**src/rtl/flash_seq_pkg.sv**
```systemverilog
// Constants of the flash self-programming sequencer.
// Assumes a 200 MHz system clock and a 32-bit AXI4-Lite register bus.
package flash_seq_pkg;
  // ----------------------------------------------------------------
  // Register map (byte addresses)
  // ----------------------------------------------------------------
  localparam logic [7:0] CTRL_OFS = 8'h00;
  localparam logic [7:0] STAT_OFS = 8'h04;
  localparam int ADDR_W = 8;

  // ----------------------------------------------------------------
  // Control register fields
  // ----------------------------------------------------------------
  localparam int PSE_BIT = 0;
  localparam int ERASE_BIT = 1;
  localparam int WRITE_BIT = 2;
  localparam int FREAD_BIT = 3;
  localparam int BCLR_BIT = 4;
  localparam int CTRL_W = 5;
  localparam logic [CTRL_W-1:0] CTRL_RST = 5'h00;
  localparam logic [CTRL_W-1:0] PAT_BCLR = 5'h11;
  localparam logic [CTRL_W-1:0] PAT_FREAD = 5'h09;
  localparam logic [CTRL_W-1:0] PAT_WRITE = 5'h05;
  localparam logic [CTRL_W-1:0] PAT_ERASE = 5'h03;
  localparam logic [CTRL_W-1:0] PAT_LOAD = 5'h01;

  // Status register fields
  localparam int ST_BUSY_BIT = 0;
  localparam int ST_EE_BIT = 1;
  localparam int ST_WIN_BIT = 2;

  // ----------------------------------------------------------------
  // Enable windows, in clock cycles
  // ----------------------------------------------------------------
  localparam logic [2:0] SPM_WIN = 3'h4;
  localparam logic [2:0] LPM_WIN = 3'h3;

  // ----------------------------------------------------------------
  // Pointer layout and fuse addresses
  // ----------------------------------------------------------------
  localparam int PTR_W = 16;
  localparam int PAGE_WORD_BITS = 5;
  localparam int PAGE_W = PTR_W - PAGE_WORD_BITS - 1;
  localparam logic [PTR_W-1:0] PTR_FUSE_LO = 16'h0000;
  localparam logic [PTR_W-1:0] PTR_LOCK = 16'h0001;
  localparam logic [PTR_W-1:0] PTR_FUSE_HI = 16'h0003;
  localparam logic [7:0] UNPROG_BYTE = 8'hFF;

  // ----------------------------------------------------------------
  // Programming time
  // ----------------------------------------------------------------
  localparam int CLK_PERIOD_NS = 5;
  localparam int PROG_MIN_NS = 3_700_000;
  localparam int PROG_MAX_NS = 4_500_000;
  localparam int RC_PERIOD_NS = 125;
  localparam int TMR_W = 20;
  localparam int PROG_MAX_CYC_DEF = PROG_MAX_NS / CLK_PERIOD_NS;
  localparam int PROG_RC_TICKS_DEF = (PROG_MIN_NS + RC_PERIOD_NS - 1) / RC_PERIOD_NS;

  // ----------------------------------------------------------------
  // Bus answers
  // ----------------------------------------------------------------
  localparam logic [1:0] RESP_OK = 2'h0;
  localparam logic [1:0] RESP_DECERR = 2'h3;
endpackage

```
**src/rtl/self_program_flash_sequencer.sv**
```systemverilog
// Self-programming sequencer for on-chip program flash: control register,
// enable windows, page load/erase/write and fuse/lock readback.
// Assumes the CPU, EEPROM controller and page buffer run on ref_clk_i;
// rc_clk_i and the fuse levels come from outside and are synchronised.
//
// Contract
// - Write plus enable armed, store in four cycles writes buffer to page.
// - Page operations take page from pointer high bits, ignore data pair.
// - Page-write bit clears at completion or after four idle cycles.
// - Erase plus enable armed, store in four cycles erases addressed page.
// - Page-erase bit clears at completion or after four idle cycles.
// - CPU stalled for entire page erase or page write.
// - Enable opens a four-cycle store window; companion bit picks the action.
// - Enable alone: store writes data pair into buffer word, pointer LSB ignored.
// - Enable clears after store or four idle cycles; held during page operations.
// - Only the five listed low-bit patterns act; others are ignored.
// - EEPROM write blocks flash programming and fuse/lock reads.
// - Pointer 0x0001 with fuse read armed: load in three cycles returns lock bits.
// - Fuse read and enable clear after read, three-cycle or four-cycle timeout.
// - Pointer 0x0000 with fuse read armed returns fuse low byte.
// - Pointer 0x0003 with fuse read armed returns fuse high byte.
// - Programmed fuse or lock bits read zero, unprogrammed read one.
// - A flash write in progress completes despite reset.
// - Flash operation timed by RC oscillator, lasting 3.7ms to 4.5ms.
// - Buffer-clear write empties the temporary page buffer.
// - Buffer erased after each page write and after reset.
// - Control register top three bits read as zero.
//
// Local design decisions: the AXI4-Lite slave port and the register addresses.
`timescale 1ns/1ps
module self_program_flash_sequencer
  import flash_seq_pkg::*;
#(
  parameter logic [TMR_W-1:0] PROG_RC_TICKS = TMR_W'(PROG_RC_TICKS_DEF),
  parameter logic [TMR_W-1:0] PROG_MAX_CYC = TMR_W'(PROG_MAX_CYC_DEF)
) (
  input wire logic ref_clk_i,
  input wire logic rst_b_i,
  // AXI4-Lite slave
  input wire logic s_axi_awvalid_i,
  input wire logic [ADDR_W-1:0] s_axi_awaddr_i,
  output logic s_axi_awready_o,
  input wire logic s_axi_wvalid_i,
  input wire logic [31:0] s_axi_wdata_i,
  input wire logic [3:0] s_axi_wstrb_i,
  output logic s_axi_wready_o,
  output logic s_axi_bvalid_o,
  output logic [1:0] s_axi_bresp_o,
  input wire logic s_axi_bready_i,
  input wire logic s_axi_arvalid_i,
  input wire logic [ADDR_W-1:0] s_axi_araddr_i,
  output logic s_axi_arready_o,
  output logic s_axi_rvalid_o,
  output logic [31:0] s_axi_rdata_o,
  output logic [1:0] s_axi_rresp_o,
  input wire logic s_axi_rready_i,
  // CPU side
  input wire logic store_program_instr_i,
  input wire logic load_program_instr_i,
  input wire logic [PTR_W-1:0] pointer_i,
  input wire logic [15:0] data_word_pair_i,
  input wire logic eeprom_write_busy_i,
  output logic cpu_stall_o,
  output logic load_valid_o,
  output logic [7:0] load_data_o,
  // Temporary page buffer
  output logic buf_wr_o,
  output logic [PAGE_WORD_BITS-1:0] buf_word_o,
  output logic [15:0] buf_data_o,
  output logic buf_clear_o,
  // Flash array
  output logic flash_erase_o,
  output logic flash_write_o,
  output logic [PAGE_W-1:0] flash_page_o,
  // Oscillator and fuse storage (1 = programmed)
  input wire logic rc_clk_i,
  input wire logic [7:0] fuse_low_prog_i,
  input wire logic [7:0] fuse_high_prog_i,
  input wire logic [7:0] lock_prog_i
);

  // ----------------------------------------------------------------
  // Synchronisers
  // ----------------------------------------------------------------
  logic [24:0] sync1_ff;
  logic [24:0] sync2_ff;
  logic rc_prev_ff;

  always_ff @(posedge ref_clk_i) begin
    sync1_ff <= {rc_clk_i, lock_prog_i, fuse_high_prog_i, fuse_low_prog_i};
    sync2_ff <= sync1_ff;
    rc_prev_ff <= sync2_ff[24];
  end

  wire logic rc_tick = sync2_ff[24] & ~rc_prev_ff;

  // ----------------------------------------------------------------
  // Bus slave state
  // ----------------------------------------------------------------
  logic aw_held_ff, w_held_ff, awready_ff, wready_ff, bvalid_ff;
  logic [1:0] bresp_ff;
  logic [ADDR_W-1:0] awaddr_ff;
  logic [31:0] wdata_ff;
  logic wstrb0_ff;
  logic arready_ff, rvalid_ff;
  logic [31:0] rdata_ff;
  logic [1:0] rresp_ff;

  // ----------------------------------------------------------------
  // Sequencer state
  // ----------------------------------------------------------------
  logic [CTRL_W-1:0] ctrl_ff;
  logic [2:0] win_cnt_ff;
  logic busy_ff, op_write_ff;
  logic [PAGE_W-1:0] page_ff;
  logic [TMR_W-1:0] rc_cnt_ff, cyc_cnt_ff;
  logic buf_wr_ff, buf_clear_ff, load_valid_ff;
  logic [PAGE_WORD_BITS-1:0] buf_word_ff;
  logic [15:0] buf_data_ff;
  logic [7:0] load_data_ff;

  // ----------------------------------------------------------------
  // Write channel decode
  // ----------------------------------------------------------------
  wire logic aw_take = s_axi_awvalid_i & awready_ff;
  wire logic w_take = s_axi_wvalid_i & wready_ff;
  wire logic wr_fire = aw_held_ff & w_held_ff & ~bvalid_ff;
  wire logic wr_ctrl_hit = awaddr_ff == CTRL_OFS;
  wire logic wr_stat_hit = awaddr_ff == STAT_OFS;
  wire logic wr_mapped = wr_ctrl_hit | wr_stat_hit;
  wire logic [CTRL_W-1:0] wr_pat = wdata_ff[CTRL_W-1:0];
  wire logic nxt_aw_held = (aw_held_ff | aw_take) & ~wr_fire;
  wire logic nxt_w_held = (w_held_ff | w_take) & ~wr_fire;
  wire logic nxt_bvalid = wr_fire | (bvalid_ff & ~s_axi_bready_i);

  wire logic pat_ok = (wr_pat == PAT_BCLR) | (wr_pat == PAT_FREAD) |
                      (wr_pat == PAT_WRITE) | (wr_pat == PAT_ERASE) |
                      (wr_pat == PAT_LOAD);

  // ----------------------------------------------------------------
  // Read channel decode
  // ----------------------------------------------------------------
  wire logic ar_take = s_axi_arvalid_i & arready_ff;
  wire logic rd_ctrl_hit = s_axi_araddr_i == CTRL_OFS;
  wire logic rd_stat_hit = s_axi_araddr_i == STAT_OFS;
  wire logic nxt_rvalid = ar_take | (rvalid_ff & ~s_axi_rready_i);
  wire logic win_open = ctrl_ff[PSE_BIT] & ~busy_ff;
  logic [31:0] stat_word;
  logic [31:0] rd_word;

  always_comb begin
    stat_word = 32'h0000_0000;
    stat_word[ST_BUSY_BIT] = busy_ff;
    stat_word[ST_EE_BIT] = eeprom_write_busy_i;
    stat_word[ST_WIN_BIT] = win_open;
  end

  assign rd_word = rd_ctrl_hit ? {27'h0000000, ctrl_ff} :
                   rd_stat_hit ? stat_word : 32'h0000_0000;

  // ----------------------------------------------------------------
  // Arming and windows
  // ----------------------------------------------------------------
  // EEPROM write blocks arming
  // ignored write is the safety net if software skips the check
  wire logic arm = wr_fire & wr_ctrl_hit & wstrb0_ff & pat_ok &
                   ~eeprom_write_busy_i & ~busy_ff;
  wire logic spm_win = win_cnt_ff < SPM_WIN;
  wire logic lpm_win = win_cnt_ff < LPM_WIN;
  // store acts only inside the window
  // store outside the window is dropped
  wire logic spm_ok = store_program_instr_i & win_open & spm_win & ~eeprom_write_busy_i;
  wire logic lpm_ok = load_program_instr_i & win_open & ctrl_ff[FREAD_BIT] &
                      lpm_win & ~eeprom_write_busy_i;
  wire logic page_op = ctrl_ff[WRITE_BIT] | ctrl_ff[ERASE_BIT];
  wire logic start_op = spm_ok & page_op;
  wire logic load_word = spm_ok & (ctrl_ff == PAT_LOAD);
  // fuse read gives up after three cycles
  wire logic fread_tmo = ctrl_ff[FREAD_BIT] & (win_cnt_ff == LPM_WIN - 3'h1);
  wire logic spm_tmo = win_open & (win_cnt_ff == SPM_WIN - 3'h1);
  // RC ticks set the length, the cycle cap bounds it
  wire logic op_done = busy_ff & ((rc_cnt_ff >= PROG_RC_TICKS) | (cyc_cnt_ff >= PROG_MAX_CYC));

  logic [CTRL_W-1:0] nxt_ctrl;
  always_comb begin
    if (arm) begin
      nxt_ctrl = wr_pat;
    end else if (op_done) begin
      nxt_ctrl = CTRL_RST;
    end else if (busy_ff | start_op) begin
      nxt_ctrl = ctrl_ff;
    end else if (spm_ok | lpm_ok | fread_tmo | spm_tmo) begin
      nxt_ctrl = CTRL_RST;
    end else begin
      nxt_ctrl = ctrl_ff;
    end
  end

  // stored bits are inverted so programmed reads zero
  // fuse low byte at pointer 0x0000
  // fuse high byte at pointer 0x0003
  wire logic [7:0] fuse_byte = (pointer_i == PTR_LOCK) ? ~sync2_ff[23:16] :
                               (pointer_i == PTR_FUSE_LO) ? ~sync2_ff[7:0] :
                               (pointer_i == PTR_FUSE_HI) ? ~sync2_ff[15:8] : UNPROG_BYTE;

  // buffer erased after page write and on reset
  wire logic nxt_buf_clear = (arm & (wr_pat == PAT_BCLR)) | (op_done & op_write_ff);

  // ----------------------------------------------------------------
  // Bus registers
  // ----------------------------------------------------------------
  always_ff @(posedge ref_clk_i) begin
    if (!rst_b_i) begin
      aw_held_ff <= 1'b0;
      w_held_ff <= 1'b0;
      awready_ff <= 1'b0;
      wready_ff <= 1'b0;
      bvalid_ff <= 1'b0;
      bresp_ff <= RESP_OK;
      awaddr_ff <= CTRL_OFS;
      wdata_ff <= 32'h0000_0000;
      wstrb0_ff <= 1'b0;
      arready_ff <= 1'b0;
      rvalid_ff <= 1'b0;
      rdata_ff <= 32'h0000_0000;
      rresp_ff <= RESP_OK;
    end else begin
      aw_held_ff <= nxt_aw_held;
      w_held_ff <= nxt_w_held;
      awready_ff <= ~nxt_aw_held & ~nxt_bvalid;
      wready_ff <= ~nxt_w_held & ~nxt_bvalid;
      bvalid_ff <= nxt_bvalid;
      if (aw_take) begin
        awaddr_ff <= s_axi_awaddr_i;
      end
      if (w_take) begin
        wdata_ff <= s_axi_wdata_i;
        wstrb0_ff <= s_axi_wstrb_i[0];
      end
      if (wr_fire) begin
        bresp_ff <= wr_mapped ? RESP_OK : RESP_DECERR;
      end
      arready_ff <= ~nxt_rvalid;
      rvalid_ff <= nxt_rvalid;
      if (ar_take) begin
        rdata_ff <= rd_word;
        rresp_ff <= (rd_ctrl_hit | rd_stat_hit) ? RESP_OK : RESP_DECERR;
      end
    end
  end

  // ----------------------------------------------------------------
  // Control bits and window counter
  // ----------------------------------------------------------------
  always_ff @(posedge ref_clk_i) begin
    if (!rst_b_i && !busy_ff) begin
      ctrl_ff <= CTRL_RST;
      win_cnt_ff <= 3'h0;
    end else begin
      ctrl_ff <= nxt_ctrl;
      if (arm) begin
        win_cnt_ff <= 3'h0;
      end else if (win_open && spm_win) begin
        win_cnt_ff <= win_cnt_ff + 3'h1;
      end
    end
  end

  // ----------------------------------------------------------------
  // Flash operation
  // ----------------------------------------------------------------
  // Reset is ignored while busy so an operation already under way
  // finishes instead of leaving a half-programmed page. The busy test
  // comes first so an unknown power-up busy still falls into reset.
  always_ff @(posedge ref_clk_i) begin
    if (busy_ff) begin
      if (op_done) begin
        busy_ff <= 1'b0;
        op_write_ff <= 1'b0;
      end else begin
        cyc_cnt_ff <= cyc_cnt_ff + TMR_W'(1);
        if (rc_tick) begin
          rc_cnt_ff <= rc_cnt_ff + TMR_W'(1);
        end
      end
    end else if (!rst_b_i) begin
      busy_ff <= 1'b0;
      op_write_ff <= 1'b0;
      page_ff <= '0;
      rc_cnt_ff <= '0;
      cyc_cnt_ff <= '0;
    end else if (start_op) begin
      busy_ff <= 1'b1;
      op_write_ff <= ctrl_ff[WRITE_BIT];
      page_ff <= pointer_i[PTR_W-1:PAGE_WORD_BITS+1];
      rc_cnt_ff <= '0;
      cyc_cnt_ff <= '0;
    end
  end

  // ----------------------------------------------------------------
  // Buffer, readback and outputs
  // ----------------------------------------------------------------
  always_ff @(posedge ref_clk_i) begin
    if (!rst_b_i) begin
      buf_wr_ff <= 1'b0;
      buf_word_ff <= '0;
      buf_data_ff <= 16'h0000;
      buf_clear_ff <= 1'b1;
      load_valid_ff <= 1'b0;
      load_data_ff <= UNPROG_BYTE;
    end else begin
      buf_wr_ff <= load_word;
      if (load_word) begin
        buf_word_ff <= pointer_i[PAGE_WORD_BITS:1];
        buf_data_ff <= data_word_pair_i;
      end
      buf_clear_ff <= nxt_buf_clear;
      load_valid_ff <= lpm_ok;
      if (lpm_ok) begin
        load_data_ff <= fuse_byte;
      end
    end
  end

  assign s_axi_awready_o = awready_ff;
  assign s_axi_wready_o = wready_ff;
  assign s_axi_bvalid_o = bvalid_ff;
  assign s_axi_bresp_o = bresp_ff;
  assign s_axi_arready_o = arready_ff;
  assign s_axi_rvalid_o = rvalid_ff;
  assign s_axi_rdata_o = rdata_ff;
  assign s_axi_rresp_o = rresp_ff;
  assign cpu_stall_o = busy_ff;
  assign load_valid_o = load_valid_ff;
  assign load_data_o = load_data_ff;
  assign buf_wr_o = buf_wr_ff;
  assign buf_word_o = buf_word_ff;
  assign buf_data_o = buf_data_ff;
  assign buf_clear_o = buf_clear_ff;
  assign flash_erase_o = busy_ff & ~op_write_ff;
  assign flash_write_o = busy_ff & op_write_ff;
  assign flash_page_o = page_ff;

endmodule

```
**config.mk**
```make
export PLATFORM = sky130hd
export DESIGN_NAME = self_program_flash_sequencer
export DESIGN_NICKNAME = d
export VERILOG_FILES = /design/src/rtl/flash_seq_pkg.sv /design/src/rtl/self_program_flash_sequencer.sv
export SDC_FILE = /design/constraint.sdc
export NUM_CORES = 1
export LEC_CHECK = 0
export BUFFER_PORTS_ARGS = -buffer_cell sky130_fd_sc_hd__buf_2
export CAP_MARGIN = 10
export CORE_ASPECT_RATIO = 1.5
export CORE_MARGIN = 1
export CORE_UTILIZATION = 25
export CTS_CLUSTER_SIZE = 10
export DETAILED_ROUTE_END_ITERATION = 8
export HOLD_SLACK_MARGIN = 0.05
export PLACE_DENSITY = 0.43
export SKIP_CTS_REPAIR_TIMING = 1
export SLEW_MARGIN = 0
export SYNTH_ARGS = -nofsm -noshare
export SYNTH_HDL_FRONTEND = slang
export SYNTH_SLANG_ARGS = --single-unit
```
**constraint.sdc**
```tcl
create_clock -name ref_clk_i -period 4.4 [get_ports ref_clk_i]
set_input_delay 0.66 -clock ref_clk_i [delete_from_list [all_inputs] [get_ports ref_clk_i]]
set_output_delay 0.66 -clock ref_clk_i [all_outputs]
set_load 0.02 [all_outputs]
```
==> flow_summary.json, run 1 <==
{
  "post-route-min-period_ns": 2.410,
  "synthesis.area_mm2": 0.007042,
  "setup_viol": 0,
  "ir_worst_vdd_mv": 0.2572,
  "met3_usage_pct": 3.875,
  "synth_top_area_share_pct": 34.12,
  "grt_overflow_total": 0,
  "slowest_delay_ns": 0.47,
  "gp_congestion": 0.7393,
  "grt_max_degree": 73,
  "rows": 74,
  "min_to": "sync1_ff[19]",
  "maxClockFrequency_mhz": 415.0,
  "ctsHtreeMaxLevel": 4,
  "rsz0062_at_grt": "no",
  "synth_top_area_cell": "dfxtp_1",
  "track_usage_pct": 11.58,
  "dieArea_mm2": 0.02886,
  "register_area_mm2": 0.003934,
  "cp.arrival_ns": 1.75,
  "synth-edff-count": 51,
  "r2r-end": "rc_cnt_ff[18]",
  "r2r_slack_ns": 2.06,
  "yosysWarnings": 0,
  "wl_per_cell_um": 13.72,
  "synthTopCellsByArea": "dfxtp_1 34%, edfxtp_1 22%, nand2_1 6.0%, and2_1 4.4%, xnor2_1 3.2%",
  "dp_hpwl_um": 11410,
  "core_mm2": 0.02750,
  "nets": 940,
  "min_from": "lock_prog_i[3]",
  "hold_viol": 0,
  "vias": 4970,
  "multi_input_area_mm2": 0.002814,
  "status": "finished with violations",
  "clock_path_buffers": 2,
  "layout.cells.non_filler": 1169,
  "cp_data_required_time_ns": 3.74,
  "seq_area_frac_synth_pct": 55.86,
  "period_share_pct": 54.77,
  "syn_inst": 675,
  "yosys_register_bits": 171,
  "start_util_pct": 25.61,
  "grtUsageMet1_pct": 13.02,
  "ioPinCount": 205,
  "die_w_um": 139.0,
  "drive_gt1_share_pct": 24.91,
  "cts_tree": "yes",
  "ys_types": 64,
  "grt_most_used_layer": "met2",
  "clock_latency_ns": 0.43,
  "synthTopCellsByCount": "120 x dfxtp_1, 112 x nand2_1, 51 x edfxtp_1, 50 x and2_1, 41 x nand3_1",
  "grt_pass1_wl_um": 26100,
  "detail-route-antenna-nets": 0,
  "violations": "DRC",
  "drt_wl_total_um": 16040,
  "powerDensity_mw_per_mm2": 400.2,
  "avgSynthCellArea_um2": 10.43,
  "drc_errors": 4,
  "fin_worst_skew_ns": 0.01263,
  "path_cells": "buf_4 -> nand2_1 -> inv_1 -> buf_2",
  "clkSlewWorstSetupHoldPaths_ns": 0.07,
  "met2_usage_pct": 20.22,
  "cp_slowest_cell": "buf_4",
  "maxCapViolations": 0,
  "antenna_found_initial": 1,
  "synthFlopType": "dfxtp_1",
  "async_flop_share_pct": 0,
  "leakagePower_nw": 3.470,
  "criticalPathCategory": "register to output port",
  "final.setup.tns_ns": 0,
  "cts-root-buf": "clkbuf_16",
  "worst_pin_slew_ns": 0.8688,
  "dr.pass1.iters": 6,
  "io_buffer_count": 147,
  "timing.rr.start": "cyc_cnt_ff[6]",
  "place_inst": 1137,
  "grt_pass1_vias": 5012,
  "drt_iter0_markers": 167,
  "vias_per_cell": 4.251,
  "crit_start": "cpu_stall_o",
  "syn2layout_area_growth_pct": 22.25,
  "yosys.cell_count.top_type": "dfxtp_1",
  "startpoint_type": "register",
  "cts_sinks": 171,
  "relSlewSlack_pct": 41.86,
  "hold-worst-slack_ns": 0.3261,
  "n_antenna_cell": 0,
  "hold_path_class": "input pin to register",
  "drv_slew": 0,
  "crit_fanout": 57,
  "total_power_mw": 3.445,
  "holdPathStages": 1,
  "cts_buffers": 17,
  "die_y_um": 207.6,
  "ff2ff_path_depth": 6,
  "nFillCells": 2825,
  "endpoint_kind": "output port"
}
-- layer usage --
metal | part of all wire (%) | up-vias | routed length, µm
met1 | 42 | 2310 | 6779
met3 | 5.6 | 16 | 903
met2 | 51 | 112 | 8104
met4 | 1.5 | 2 | 242
met5 | 0.050 | - | 8
li1 | - | 2530 | -
-- where the power goes --
| part | switching, mW | total [mW] | internal [mW] |
|---|---|---|---|
| Clock | 0.709 | 1.54 | 0.833 |
| Sequential | 0.0333 | 1.71 | 1.68 |
| Combinational | 0.114 | 0.192 | 0.0773 |
-- cell type report --
type | instances | area share, %
clock buffers | 18 | 5.102
clock inverters | 14 | 2.035
inverters | 12 | 0.5233
multi-input cells | 460 | 32.69
flip-flops and latches | 171 | 45.70
well taps | 342 | 4.971
repair buffers | 152 | 8.983
-- sequential cells by signal, indices dropped and copies added, names as in the netlist, 3 cells and up --
name	count
rc_cnt_ff	20
wdata_ff	5
buf_data_o	16
load_data_o	8
ctrl_ff	5
flash_page_o	10
awaddr_ff	8
sync1_ff	25
cyc_cnt_ff	20
s_axi_rdata_o	5
buf_word_o	5
win_cnt_ff	3
sync2_ff	25
-- worst max-delay path by stage --
stage,to,cells past startpoint
floorplan,rc_cnt_ff[0],5
global placement,flash_page_o[8],6
detailed placement,flash_page_o[9],6
CTS,flash_write_o,4
global route,flash_page_o[8],5
finish,flash_write_o,4
-- critical path: cells and delay by family (launching register included) --
kind / cells / cell delay, ns
buffers and inverters: 3 / 0.72
flip-flops: 1 / 0.38
AND/OR/NAND/NOR: 1 / 0.22
-- kinds of logic (layout without fill, tap and decap cells) --
logic type / after synthesis / count (layout) / synth area share (%)
adder cells (fa/ha/maj): 8 / 8 / 1.386
buffers and inverters: 70 / 196 / 5.686
XOR/XNOR: 34 / 34 / 4.229
other: 1 / 27 / 0.05325
AO/OA/AOI/OAI: 89 / 89 / 9.098
multiplexers: 9 / 9 / 1.297
AND/OR/NAND/NOR: 293 / 293 / 22.39
flip-flops: 171 / 171 / 55.86
-- per-stage QoR --
step / worst slack, ns / area, µm² / utilization (%)
6_report: 1.990 / 8608 / 31.30
5_1_grt: 1.789 / 8608 / 31.30
4_1_cts: 1.921 / 8608 / 31.30
3_5_place_dp: 1.613 / 7994 / 29.07
3_3_place_gp: 1.630 / 7994 / 29.07
2_1_floorplan: 1.586 / 7139 / -
-- cells in the final DEF, fill, tap and decap left out, types with 7 or more instances in the layout --
cell,Yosys,routed
and3_1,14,14
conb_1,1,27
a21boi_1,22,22
nand2_1,112,112
nor2_1,19,19
nand3_1,41,41
xnor2_1,26,26
a21boi_0,22,22
clkbuf_16,0,17
edfxtp_1,51,51
xor2_1,8,8
buf_2,6,147
and2_1,50,50
mux2i_1,8,8
o21ai_0,22,22
ha_1,7,7
dfxtp_1,120,120
inv_1,12,12
Note: power is estimated with default switching activity, not from simulation.
==> inputs of run 2 (changes only) <==
Settings changed: ABC_AREA set to 1, PLACE_DENSITY 0.43 to 0.45.
Clock period 4.4 ns to 2.1 ns, I/O delays scaled along.
==> flow_summary.json, run 2 <==
{
  "status": "completed",
  "wl_per_cell_um": 12.89,
  "final_common_cell": "buf_2",
  "worst_pin_slew_ns": 0.6067,
  "dr.pass1.iters": 6,
  "synth_top_area_share_pct": 34.17,
  "async_flop_share_pct": 0,
  "die_w_um": 138.9,
  "relSlewSlack_pct": 59.45,
  "die_y_um": 207.4,
  "cts_sinks": 171,
  "grt_pass1_wl_um": 27720,
  "final_area_mm2": 0.008970,
  "synthesis.area_mm2": 0.007030,
  "utilization_pct": 32.73,
  "clock_path_buffers": 2,
  "seq_area_frac_synth_pct": 55.95,
  "mostFrequentLayoutCells": "147 x buf_2, 132 x nor2_1, 120 x dfxtp_1",
  "drt_iter0_markers": 220,
  "ctsHtreeMaxLevel": 4,
  "maxClockFrequency_mhz": 530.6,
  "grt_pass1_vias": 5562,
  "synth-edff-count": 51,
  "detail-route-antenna-nets": 0,
  "reg.largest.list": "sync1_ff: 25 flops, sync2_ff: 25 flops",
  "maxCapViolations": 0,
  "hold_viol": 0,
  "dp_hpwl_um": 13080,
  "crit_fanout": 4,
  "synthFlopType": "dfxtp_1",
  "rsz0062_at_grt": "no",
  "drt_wl_total_um": 17370,
  "io_buffer_count": 147,
  "syn2layout_area_growth_pct": 27.58,
  "start_util_pct": 25.65,
  "synthTopCellsByArea": "dfxtp_1 34%, edfxtp_1 22%, nor2_1 7.1%, nand2_1 5.8%, inv_1 4.5%",
  "drc_errors": 0,
  "core_mm2": 0.02741,
  "yosys.cell_count.top_type": "nor2_1",
  "startpoint_type": "register",
  "leakagePower_nw": 3.989,
  "antenna_found_initial": 1,
  "setup_viol": 0,
  "criticalPathCategory": "register to register",
  "gp_congestion": 0.7662,
  "cts-root-buf": "clkbuf_16",
  "grt_max_degree": 34,
  "endpoint_kind": "register",
  "hold_path_class": "input pin to register",
  "cp_data_required_time_ns": 2.28,
  "total_power_mw": 7.071,
  "yosys_register_bits": 171,
  "nets": 1119,
  "period_share_pct": 89.74,
  "track_usage_pct": 12.38,
  "min_from": "data_word_pair_i[13]",
  "ioPinCount": 205,
  "vias_per_cell": 4.207,
  "synthTopCellsByCount": "133 x nor2_1, 120 x dfxtp_1, 109 x nand2_1, 84 x inv_1, 51 x edfxtp_1",
  "cts_tree": "yes",
  "drv_slew": 0,
  "clock_latency_ns": 0.44,
  "cts_buffers": 17,
  "final.setup.tns_ns": 0,
  "rows": 74,
  "yosysWarnings": 0,
  "avgSynthCellArea_um2": 8.723,
  "post-route-min-period_ns": 1.885,
  "n_antenna_cell": 0,
  "timing.rr.start": "cyc_cnt_ff[0]",
  "ys_types": 40,
  "powerDensity_mw_per_mm2": 788.3,
  "ir_worst_vdd_mv": 0.6309,
  "grt_overflow_total": 0,
  "hold-worst-slack_ns": 0.1124,
  "cp.arrival_ns": 2.07,
  "synth_top_area_cell": "dfxtp_1",
  "clkSlewWorstSetupHoldPaths_ns": 0.07,
  "fin_worst_skew_ns": 0.01380,
  "dieArea_mm2": 0.02881,
  "place_area_mm2": 0.008170,
  "drive_gt1_share_pct": 23.96,
  "crit_start": "cyc_cnt_ff[0]",
  "syn_inst": 806,
  "vias": 5671
}
## run 2: cell count changes after synthesis, moves of 24 or more
| cell | delta |
|---|---|
| inv_1 | +72 |
| nor2_1 | +114 |
| o21ai_1 | +31 |
| a21oi_1 | +40 |
| xnor2_1 | -24 |
| and2_1 | -50 |
## run 2: stage by stage
step,instances,setup WS [ns]
3_5_place_dp,1291,0.2145
4_1_cts,1323,0.2083
5_1_grt,1348,0.01269
3_3_place_gp,1291,0.2332
2_1_floorplan,832,0.01525
6_report,1348,0.2154
## run 2: logic make-up (layout without fill, tap and decap cells)
family                   Yosys count  in the layout  synth area share, %
XOR/XNOR                           7              7               0.8721
AO/OA/AOI/OAI                    126            126                9.361
buffers and inverters            145            319                9.592
other                              1             27              0.05334
AND/OR/NAND/NOR                  349            349                22.92
flip-flops                       171            171                55.95
adder cells (fa/ha/maj)            7              7                1.246
## run 2: final timing paths
kind / end / slack, ns / cells past startpoint
worst max register to register: cyc_cnt_ff[18] / 0.22 / 10
worst min register to register: sync2_ff[7] / 0.33 / 0
worst max-delay path: cyc_cnt_ff[18] / 0.22 / 10
worst min-delay path: buf_data_o[13] / 0.11 / 3
## run 2: final cells by class
cell class / count / area [µm²]
Fill cell: 2918 / 18440
Inverter: 95 / 359.1
Clock inverter: 13 / 116.4
Timing Repair Buffer: 192 / 1161
Tap cell: 342 / 427.9
Sequential cell: 171 / 3934
Clock buffer: 19 / 432.9
Multi-Input combinational cell: 516 / 2539
## run 2: report_power, final
part           internal [mW]  switching (mW)
clock                   1.57            1.44
sequential              3.53          0.0645
combinational          0.186           0.290
total                   5.28            1.79
## run 2: layer usage
metal  routed length (µm)  part of all wire [%]  vias up  GRT usage, %
li1                     -                     -     2938             -
met5                   10                 0.058        -             0
met4                  427                   2.5        2         5.862
met1                 6827                    39     2571         12.53
met2                 9133                    53      135         22.80
met3                  974                   5.6       25         3.968
## run 2: worst max-delay path: stages (launching register included)
cell and delay, ns:
edfxtp_1 0.40, ha_1 0.18, nand2_1 0.05, inv_1 0.10, nand3_1 0.14, nor2_2 0.16, nand2_1 0.13, nor2_2 0.19
nand2_1 0.10, o21ai_1 0.13, a21oi_1 0.05
